[src/rtl/pmr_consts.vh]
`ifndef PMR_CONSTS_VH
`define PMR_CONSTS_VH
// ****************************************
// mode encodings
// ****************************************
`define PMR_MODE_KERNEL 2'h0
`define PMR_MODE_USER 2'h1
`define PMR_MODE_DEBUG 2'h2
// ****************************************
// register numbers and map selects
// ****************************************
`define PMR_REG_ZERO 5'h00
`define PMR_REG_S0 5'h10
`define PMR_REG_S1 5'h11
`define PMR_REG_COND 5'h18
`define PMR_REG_GP 5'h1c
`define PMR_REG_SP 5'h1d
`define PMR_REG_RA 5'h1f
`define PMR_MAP_FIRST 1'h0
`define PMR_MAP_SECOND 1'h1
// ****************************************
// address space limits
// ****************************************
`define PMR_USER_LIMIT 32'h80000000
`define PMR_PERIPH_BASE 32'ha0000000
`define PMR_PERIPH_TOP 32'hc0000000
// ****************************************
// reset values
// ****************************************
`define PMR_RST_EXL 1'h0
`define PMR_RST_ERL 1'h1
`define PMR_RST_UM 1'h0
`define PMR_RST_DM 1'h0
`endif

[src/rtl/pmr_regmap.v]
`timescale 1ns/1ps
`default_nettype none
`include "pmr_consts.vh"
// ****************************************
// compact register field to register number
// ****************************************
module pmr_regmap (
  // selects
  input wire map_sel,
  input wire zero_for_code0,
  // field
  input wire [2:0] code,
  // result
  output reg [4:0] reg_num
);
  // codes 0 and 1 fold onto the saved registers; code 0 under the second map with zero_for_code0 gives register 0
  always @* begin
    case (code)
      3'h0: begin
        if (map_sel == `PMR_MAP_SECOND && zero_for_code0) begin
          reg_num = `PMR_REG_ZERO;
        end else begin
          reg_num = `PMR_REG_S0;
        end
      end
      3'h1: reg_num = `PMR_REG_S1;
      default: reg_num = {2'h0, code};
    endcase
  end
endmodule
`default_nettype wire

[src/rtl/pmr_muldiv.v]
`timescale 1ns/1ps
`default_nettype none
`include "pmr_consts.vh"
// ****************************************
// high and low result registers
// ****************************************
module pmr_muldiv #(
  parameter W = 32
) (
  // clock and reset
  input wire clk,
  input wire rst_n,
  // operation
  input wire op_mul,
  input wire op_div,
  input wire [W-1:0] op_a,
  input wire [W-1:0] op_b,
  // results
  output reg [W-1:0] product_high_word,
  output reg [W-1:0] product_low_word
);
  wire [2*W-1:0] prod = op_a * op_b;
  // a zero divisor leaves results unchanged rather than guess a value
  wire div_ok = (op_b != {W{1'b0}});
  always @(posedge clk or negedge rst_n) begin
    if (!rst_n) begin
      product_high_word <= {W{1'b0}};
      product_low_word <= {W{1'b0}};
    end else if (op_mul) begin
      product_high_word <= prod[2*W-1:W];
      product_low_word <= prod[W-1:0];
    end else if (op_div && div_ok) begin
      product_high_word <= op_a % op_b;
      product_low_word <= op_a / op_b;
    end
  end
endmodule
`default_nettype wire

[src/rtl/pmr_core.v]
`timescale 1ns/1ps
`default_nettype none
`include "pmr_consts.vh"
// Notes on behaviour
// - first map: 0,1 to 16,17; cmp uses 24
// - second map: 0 to 16 or 0, 1 to 17
// - second map implies gp 28, sp 29, ra 31
// - pc-relative ops take current pc as operand
// - result high word and low word registers
// - divide: quotient low, remainder high
// - no hardware stack; software keeps it
// - start in kernel mode after reset
// - user mode cannot reach peripheral space
// - kernel when not debug and um0/erl/exl
// - kernel reaches all space and privileged ops
// - non-debug exception sets exl or erl
// - exception return picks pc, clears erl/exl
// - um1 resumes user once both levels clear
// - user only when um1, exl0, erl0
// - user limited to user segment, system_call_instr entry
// - debug only via debug exception, extra resources
// - debug reported on MODE one cycle after debug flag set
// - debug return leaves debug for status mode
module pmr_core #(
  parameter W = 32
) (
  // clock and reset
  input wire CLK,
  input wire RST_N,
  // status configuration
  input wire UM_WR,
  input wire UM_WDATA,
  // exceptions and returns
  input wire EXC_REQ,
  input wire EXC_IS_ERROR,
  input wire DBG_EXC_REQ,
  input wire EXCEPTION_RETURN_INSTR_REQ,
  input wire DEBUG_RETURN_INSTR_REQ,
  input wire [W-1:0] EXC_PC,
  input wire [W-1:0] DBG_PC,
  // access checks
  input wire ACC_VALID,
  input wire [W-1:0] ACC_ADDR,
  input wire PRIV_INSTR,
  // compact register decode
  input wire MAP_SEL,
  input wire ZERO_FOR_CODE0,
  input wire [2:0] REG_CODE,
  input wire IMPL_COND,
  input wire [1:0] IMPL_SEL,
  // pc-relative operand
  input wire PCREL,
  input wire [W-1:0] CUR_PC,
  input wire [W-1:0] PCREL_OFFSET,
  // multiply and divide
  input wire OP_MUL,
  input wire OP_DIV,
  input wire [W-1:0] OP_A,
  input wire [W-1:0] OP_B,
  // mode and flags
  output reg [1:0] MODE,
  output reg USER_MODE_SELECT,
  output reg EXCEPTION_LEVEL_FLAG,
  output reg ERROR_LEVEL_FLAG,
  output reg DEBUG_MODE_FLAG,
  output reg DEBUG_RES_EN,
  // returns
  output reg RET_VALID,
  output reg [W-1:0] RET_PC,
  output reg [W-1:0] EXCEPTION_RETURN_PC,
  output reg [W-1:0] ERROR_RETURN_PC,
  output reg [W-1:0] DEBUG_RETURN_PC,
  // faults
  output reg ADDR_ERR,
  output reg PRIV_ERR,
  output reg ACC_GRANT,
  // decode results
  output reg [4:0] REG_NUM,
  output reg [W-1:0] PCREL_VALUE,
  output reg [W-1:0] PRODUCT_HIGH_WORD,
  output reg [W-1:0] PRODUCT_LOW_WORD
);
  // ****************************************
  // mode selection
  // ****************************************
  reg [1:0] mode_now;
  wire kernel_now = (mode_now == `PMR_MODE_KERNEL);
  wire user_now = (mode_now == `PMR_MODE_USER);
  // debug flag overrides the status flags
  always @* begin
    if (DEBUG_MODE_FLAG) begin
      mode_now = `PMR_MODE_DEBUG;
    end else if (!USER_MODE_SELECT || ERROR_LEVEL_FLAG || EXCEPTION_LEVEL_FLAG) begin
      mode_now = `PMR_MODE_KERNEL;
    end else begin
      mode_now = `PMR_MODE_USER;
    end
  end
  // ****************************************
  // access checks
  // ****************************************
  // declared ahead of the flag process, which raises an exception on a fault
  wire in_user_seg = (ACC_ADDR < `PMR_USER_LIMIT);
  wire in_periph = (ACC_ADDR >= `PMR_PERIPH_BASE) && (ACC_ADDR < `PMR_PERIPH_TOP);
  // user software sees only the low segment; peripherals lie above it
  wire next_addr_err = ACC_VALID && user_now && !in_user_seg;
  wire next_priv_err = PRIV_INSTR && user_now;
  wire next_fault = next_addr_err || next_priv_err;
  // kernel and debug reach the whole space
  wire next_grant = ACC_VALID && (!user_now || (in_user_seg && !in_periph));
  // ****************************************
  // status flags
  // ****************************************
  // the error level flag is set at reset so execution opens in kernel mode
  always @(posedge CLK or negedge RST_N) begin
    if (!RST_N) begin
      USER_MODE_SELECT <= `PMR_RST_UM;
      EXCEPTION_LEVEL_FLAG <= `PMR_RST_EXL;
      ERROR_LEVEL_FLAG <= `PMR_RST_ERL;
      DEBUG_MODE_FLAG <= `PMR_RST_DM;
      EXCEPTION_RETURN_PC <= {W{1'b0}};
      ERROR_RETURN_PC <= {W{1'b0}};
      DEBUG_RETURN_PC <= {W{1'b0}};
      RET_VALID <= 1'b0;
      RET_PC <= {W{1'b0}};
    end else begin
      RET_VALID <= 1'b0;
      // only kernel or debug software may change the user mode select
      if (UM_WR && !user_now) begin
        USER_MODE_SELECT <= UM_WDATA;
      end
      if (DBG_EXC_REQ && !DEBUG_MODE_FLAG) begin
        DEBUG_MODE_FLAG <= 1'b1;
        DEBUG_RETURN_PC <= DBG_PC;
      end else if (DEBUG_RETURN_INSTR_REQ && DEBUG_MODE_FLAG) begin
        DEBUG_MODE_FLAG <= 1'b0;
        RET_VALID <= 1'b1;
        RET_PC <= DEBUG_RETURN_PC;
      end else if (EXC_REQ || next_fault) begin
        // an exception wins over an exception return in the same cycle; a debug return wins over it
        if (EXC_IS_ERROR) begin
          ERROR_LEVEL_FLAG <= 1'b1;
          ERROR_RETURN_PC <= EXC_PC;
        end else begin
          EXCEPTION_LEVEL_FLAG <= 1'b1;
          EXCEPTION_RETURN_PC <= EXC_PC;
        end
      end else if (EXCEPTION_RETURN_INSTR_REQ && !user_now) begin
        RET_VALID <= 1'b1;
        ERROR_LEVEL_FLAG <= 1'b0;
        if (ERROR_LEVEL_FLAG) begin
          RET_PC <= ERROR_RETURN_PC;
        end else begin
          RET_PC <= EXCEPTION_RETURN_PC;
          EXCEPTION_LEVEL_FLAG <= 1'b0;
        end
      end
    end
  end
  // registered access answers
  always @(posedge CLK or negedge RST_N) begin
    if (!RST_N) begin
      MODE <= `PMR_MODE_KERNEL;
      DEBUG_RES_EN <= 1'b0;
      ADDR_ERR <= 1'b0;
      PRIV_ERR <= 1'b0;
      ACC_GRANT <= 1'b0;
    end else begin
      MODE <= mode_now;
      DEBUG_RES_EN <= DEBUG_MODE_FLAG;
      ADDR_ERR <= next_addr_err;
      PRIV_ERR <= next_priv_err;
      ACC_GRANT <= next_grant;
    end
  end
  // ****************************************
  // register decode and pc-relative operand
  // ****************************************
  wire [4:0] field_num;
  reg [4:0] next_reg_num;
  // the carry out is dropped on purpose: addresses wrap
  wire [W:0] pcrel_sum = CUR_PC + PCREL_OFFSET;
  pmr_regmap u_map (
    .map_sel(MAP_SEL),
    .zero_for_code0(ZERO_FOR_CODE0),
    .code(REG_CODE),
    .reg_num(field_num)
  );
  // implicit registers are never carried in a field
  always @* begin
    next_reg_num = field_num;
    if (MAP_SEL == `PMR_MAP_FIRST && IMPL_COND) begin
      next_reg_num = `PMR_REG_COND;
    end else if (MAP_SEL == `PMR_MAP_SECOND) begin
      case (IMPL_SEL)
        2'h1: next_reg_num = `PMR_REG_GP;
        2'h2: next_reg_num = `PMR_REG_SP;
        2'h3: next_reg_num = `PMR_REG_RA;
        default: next_reg_num = field_num;
      endcase
    end
  end
  // the stack pointer is an ordinary register; no push or pop logic exists
  always @(posedge CLK or negedge RST_N) begin
    if (!RST_N) begin
      REG_NUM <= 5'h00;
      PCREL_VALUE <= {W{1'b0}};
    end else begin
      REG_NUM <= next_reg_num;
      if (PCREL) begin
        PCREL_VALUE <= pcrel_sum[W-1:0];
      end
    end
  end
  // ****************************************
  // multiply and divide results
  // ****************************************
  wire [W-1:0] hi_w;
  wire [W-1:0] lo_w;
  pmr_muldiv #(.W(W)) u_md (
    .clk(CLK),
    .rst_n(RST_N),
    .op_mul(OP_MUL),
    .op_div(OP_DIV),
    .op_a(OP_A),
    .op_b(OP_B),
    .product_high_word(hi_w),
    .product_low_word(lo_w)
  );
  // extra stage keeps every top output on a flip-flop of its own
  always @(posedge CLK or negedge RST_N) begin
    if (!RST_N) begin
      PRODUCT_HIGH_WORD <= {W{1'b0}};
      PRODUCT_LOW_WORD <= {W{1'b0}};
    end else begin
      PRODUCT_HIGH_WORD <= hi_w;
      PRODUCT_LOW_WORD <= lo_w;
    end
  end
endmodule
`default_nettype wire

[config.mk]
export PLATFORM = sky130hd
export DESIGN_NAME = pmr_core
export DESIGN_NICKNAME = d
export VERILOG_FILES = /design/src/rtl/pmr_regmap.v /design/src/rtl/pmr_muldiv.v /design/src/rtl/pmr_core.v
export VERILOG_INCLUDE_DIRS = /design/src /design/src/rtl
export SDC_FILE = /design/constraint.sdc
export NUM_CORES = 2
export LEC_CHECK = 0
export BUFFER_PORTS_ARGS = -buffer_cell sky130_fd_sc_hd__buf_2
export CAP_MARGIN = 20
export CORE_ASPECT_RATIO = 0.75
export CORE_MARGIN = 10
export CORE_UTILIZATION = 45
export CTS_CLUSTER_SIZE = 24
export DETAILED_ROUTE_END_ITERATION = 10
export GPL_TIMING_DRIVEN = 0
export REMOVE_ABC_BUFFERS = 1
export SYNTH_ARGS = -nofsm -noshare
export SYNTH_HDL_FRONTEND = slang
export SYNTH_SLANG_ARGS = --single-unit
[constraint.sdc]
create_clock -name CLK -period 2.7 [get_ports CLK]
set_input_delay 0.27 -clock CLK [delete_from_list [all_inputs] [get_ports CLK]]
set_output_delay 0.27 -clock CLK [all_outputs]
set_load 0.02 [all_outputs]
* Yosys cells after proc, flatten, opt, wreduce, memory -nomap -nowiden
Index checks and enable logic that the tools add are counted.
W data, S select, Z words.
** Storage, ports and cells
- Bits of input ports :: 246
- Word-level logic and storage cells :: 102
- Register bits :: 304
- Output and inout port bits :: 240
** Operators by class
- Equal/unequal tests :: 9
- Multiply operators :: 1
- Reduce and logical (&&, ||, !) cells :: 34
- Add/sub/neg operators :: 1
- Divide/modulo/power cells :: 2
- $lt $le $gt $ge :: 3
- Bitwise gates (word level) :: 4
- Mux-type cells :: 28
** Operators by type and width (number)
- $mux W32 :: 8
- $lt A32 B32 Y1 const B :: 2
- $mul A32 B32 Y64 :: 1
- $add A32 B32 Y32 :: 1
- $div A32 B32 Y32 :: 1
- $ge A32 B32 Y1 const B :: 1
- $mod A32 B32 Y32 :: 1
- $reduce_bool A32 Y1 :: 1
- $mux W5 :: 3
- $pmux W5 S3 :: 1
- $mux W1 :: 14
- $logic_and A1 B1 Y1 :: 13
- $reduce_and A4 Y1 :: 3
- $pmux W5 S2 :: 1
- $reduce_bool A2 Y1 :: 4
- $ne A2 B2 Y1 const B :: 3
- $logic_not A1 Y1 :: 5
- $logic_or A1 B1 Y1 :: 5
- $reduce_and A5 Y1 :: 1
- $eq A2 B1 Y1 const B :: 2
- $eq A2 B2 Y1 const B :: 2
- $not A1 Y1 :: 4
- $eq A3 B1 Y1 const B :: 1
- $logic_not A3 Y1 :: 1
- 3 further kinds :: 3

* Logic depth before layout (Yosys ltp)
- Word-level depth :: 13
- Mapped depth :: 352
- Depth with buffers taken out :: 316

* Modules after synthesis
Synthesis repeated with hierarchy kept, for this count alone.
** Second synthesis, totals
- Cell total of the unflattened synthesis :: 9424
- Area, all modules :: 75825.2 um^2
** By module, submodules not included
- pmr_muldiv :: sequential area each 1601.5 um^2, area each 65426.5 um^2, times used 1, cells an instance 8575
- pmr_core :: sequential area each 5982.0 um^2, area each 10357.4 um^2, times used 1, cells an instance 842
- pmr_regmap :: sequential area each 0.0 um^2, area each 41.3 um^2, times used 1, cells an instance 7

* Least setup slack after synthesis
Ideal clock, no wire load.
- Path kind :: input-to-reg
- From :: in OP_B[0]
- To :: reg u_md.product_high_word[31]
- Setup time :: 65 ps
- Slack :: -67328 ps
- Stages on the path :: 317
- Arrival time :: 69963 ps
- Required time :: 2635 ps
- Path through :: clkinv_1 > ha_1 > and4_1 > nor2_1 > ha_1 > o21a_1 > o2111ai_1 > nor3_1 > o31ai_1 > ha_1 > a21oi_1 > a21oi_1 > and2_1 > o21a_1 > ha_1 > o21ai_0 > a22oi_1 > and4_1 > [... 281 more ...] > buf_1 > o21ai_0 > ha_1 > o21a_1 > o31a_1 > o311ai_0 > o221ai_1 > a21oi_1 > o21ai_0 > a211oi_1 > o21bai_1 > a21oi_1 > nor2b_1 > o41ai_1 > xnor2_1 > a21oi_1 > a221oi_1 > o21a_1
** On the way
- Word-level cells in the longest chain between the ends :: 3
** Ends and longest elaborated chain
- start: declaration :: line pmr_core.v:59 : input wire [W-1:0] OP_B,
- $mod A32 B32 Y32 / $reduce_bool A32 Y1 (equally long branches) :: line pmr_muldiv.v:33, pmr_muldiv.v:24
- $mux W32 / $logic_and A1 B1 Y1 (equally long branches) :: line pmr_muldiv.v:32 : end else if (op_div && div_ok) begin
- $mux W32 / $reduce_bool A2 Y1 (equally long branches)
- end signal: assignment :: line pmr_muldiv.v:27 : product_high_word <= {W{1'b0}};
- end signal: assignment :: line pmr_muldiv.v:30 : product_high_word <= prod[2*W-1:W];
- end signal: assignment :: line pmr_muldiv.v:33 : product_high_word <= op_a % op_b;
- end: declaration :: line pmr_muldiv.v:19 : output reg [W-1:0] product_high_word,
Parallel ways exist; a longest one is shown, timed or not. The select of a mux whose other input is x is not followed.
A chain may end at the register's enable or synchronous reset.

* Final worst setup path
- From :: in OP_B[21]
- To :: reg u_md.product_high_word[31]
The elaborated chain is that of the path after synthesis.

==> results.yml <==
worst_setup_path:
  crit_path_start_kind: "primary input"
  crit_path_top_delay_cell: "a2111o_1"
  arrival_ns: 63.47
  cp_max_fo: 18
  rr_worst_depth: 6
  critPathKind: "in -> reg"
  cp.required_ns: 3.26
  path_common_cell: "buf_4"
  setup.worst_path.end_class: "flip-flop"
  slowest_delay_ns: 0.56
finish:
  nNetsFinal: 12200
  final_cell_mix: "1428 x nand2_1, 1128 x inv_1, 897 x fa_1"
  fin_area_mm2: 0.0942
  synthToLayoutAreaGrowth_pct: 26.2
  drive_gt1_frac: 0.229
  layout_commonest_cell: "nand2_1"
floorplanning:
  io_pins: 486
  start_util: 0.453
  die_h_um: 373
  row_count: 129
  core_mm2: 0.165
  die_area_mm2: 0.183
  die_w_um: 490
synth:
  syn-cell-area_mm2: 0.0747
  synth-simple-area-share: 0.181
  synth-edff-count: 0
  synth-compound-area-share: 0.172
  syn_avg_cell_area_um2: 7.98
  ys.flop_type: "dfrtp_1"
  synth_cell_types: 95
  asyncSetResetFlopFracSynth: 1.00
  yosys.area_share.xor_xnor: 0.0529
  yosysWarnings: 0
  synth_cells: 9360
  ys_seq_elements: 303
  synth_top_family_by_area: "adder cells"
  synthMuxAreaShare: 0.0319
  yosysSeqAreaShare: 0.102
  synthAdderAreaFrac: 0.380
min_path:
  holdPathStages: 3
  hold_path.class: "in -> reg"
drt:
  routed_wl_mm: 308
  drt_first_iter_violations: 7998
  final_antenna_net_count: 0
  avgRoutedWirePerCell_um: 24.6
  vias: 75400
  drt_pass1_iterations: 8
  avgViaCountPerCell: 6.03
  drc: 0
timing:
  maxSlewViolCount: 0
  hold_viol_final: 0
  maxSlewHeadroom: 0.228
  hold_ws_ns: 0.0455
  worst_slew_pin_slew_ns: 1.15
  final.period_utilization: 23.3
  fmax_mhz: 15.9
  setup-tns-final_ns: -2759.69
  setup_slack_ns: -60.21
  setup_viol: 70
  rsz0062_at_grt: "true"
  finClkSkew_ns: 0.0285
  post-route-min-period_ns: 62.91
clock_tree:
  clk_latency_ns: 0.64
  clock_sinks: 303
  cts_buffers: 38
  clk_path_buf_depth: 3
  htreeDepth: 2
  cts_tree: "done"
  cts.root.buffer_cell: "clkbuf_16"
  path_clk_slew_ns: 0.06
outcome:
  outcome: "finished, violations left"
  failed_checks: "setup timing"
grt:
  track_usage: 0.317
  grt_max_degree: 115
  antenna_found_initial: 17
  grt_pass1_vias: 74200
  grt_overflow: 0
  grt_pass1_wl_mm: 455
power:
  cellPowerDensity_mw_per_mm2: 1360
  vdd.ir_drop.worst_uv: 3860
  leakagePower_nw: 45.3
run:
  cap_violations: 0
placed_design:
  gp_congestion: 0.956
  dp_slack_ns: -88.91
  hpwl_mm: 219
  port_buffers: 454
  postPlaceCellArea_mm2: 0.0794
synthesized netlist by cell type, drive strengths merged, types with 70 or more instances:
cell type | count | area share
a211oi | 85 | 0.0086
a21o | 202 | 0.020
a21oi | 565 | 0.038
a31oi | 86 | 0.0072
and2 | 149 | 0.012
clkbuf | 365 | 0.018
dfrtp | 302 | 0.10
fa | 898 | 0.24
ha | 828 | 0.14
inv | 1155 | 0.058
mux2 | 149 | 0.022
mux2i | 70 | 0.0094
nand2 | 1467 | 0.074
nand3 | 150 | 0.010
nor2 | 724 | 0.036
nor3 | 173 | 0.012
o21a | 163 | 0.016
o21ai | 404 | 0.027
xnor2 | 274 | 0.032
xor2 | 177 | 0.021
layout make-up:
class / instances / area, um2
diodes: 6 / 15.0
clock inverters: 14 / 229
repair buffers: 1263 / 10200
flip-flops and latches: 303 / 7580
inverters: 1162 / 4410
multi-input cells: 7487 / 67900
clock buffers: 55 / 1100
fillers: 14800 / 70800
well taps: 2227 / 2790
metal layers:
| layer | vias up | wire (um) | global-route usage |
|---|---|---|---|
| met4 | 8 | 16500 | 0.139 |
| li1 | 33200 | - | - |
| met5 | - | 79 | 0 |
| met1 | 37200 | 126000 | 0.430 |
| met2 | 4192 | 132000 | 0.481 |
| met3 | 814 | 34600 | 0.0726 |
where the power goes:
part	switching [mW]	leakage (nW)	internal (mW)	total [mW]
Combinational	66.5	41.1	48.1	115
Sequential	1.29	3.63	6.57	7.86
Clock	2.41	0.653	3.26	5.67
state kept, by name, indices dropped and copies added (netlist names), 5 cells and up:
register / flops
DEBUG_RETURN_PC: 32
ERROR_RETURN_PC: 32
EXCEPTION_RETURN_PC: 32
PCREL_VALUE: 32
PRODUCT_HIGH_WORD: 32
PRODUCT_LOW_WORD: 32
REG_NUM: 5
RET_PC: 32
u_md.product_high_word: 32
u_md.product_low_word: 32
critical path, delay by kind of cell:
family | cells | cell delay, ns
AO/OA/AOI/OAI | 132 | 27.42
XOR/XNOR | 2 | 0.28
adder cells (fa/ha/maj) | 28 | 7.73
buffers and inverters | 80 | 10.56
multiplexers | 6 | 1.76
AND/OR/NAND/NOR | 82 | 15.12
cell families after synthesis:
family / after synthesis
simple gates: 3079
xor+xnor: 451
compound gates: 1987
buf+inv: 1595
fa+ha+maj: 1726
flops: 303
mux: 219
repair_timing:
action | 4_1_cts | 5_1_grt
setup endpoints to repair | 137 | 121
pin swaps | 296 | 369
gates resized for setup | 914 | 492
setup buffers | 418 | 242
cloned | 27 | 9
endpoints found under the hold margin | 162 | 0
hold buffers | 82 | 0
through the flow:
stage,power (mW),std cells,utilization
after floorplan,96.4,8927,-
after CTS,127,12300,0.543
after global placement,117,11600,0.473
after detailed placement,118,11700,0.481
final,128,12500,0.571
after global routing,138,12500,0.571
path summary, 6_finish.rpt:
kind | endpoint | slack, ns | startpoint
min | REG_NUM[3]$_DFF_PN0_ | 0.05 | IMPL_COND
min in group asynchronous | DEBUG_RETURN_PC[24]$_DFFE_PN0P_ | 0.18 | RST_N
max reg2reg | EXCEPTION_RETURN_PC[20]$_DFFE_PN0P_ | 0.13 | DEBUG_MODE_FLAG$_DFFE_PN0N_
max in group asynchronous | PRODUCT_HIGH_WORD[25]$_DFF_PN0_ | 1.33 | RST_N
max | u_md.product_high_word[31]$_DFFE_PN0P_ | -60.21 | OP_B[21]
min reg2reg | PRODUCT_LOW_WORD[7]$_DFF_PN0_ | 0.36 | u_md.product_low_word[7]$_DFFE_PN0P_
(Power assumes the default switching activity.)
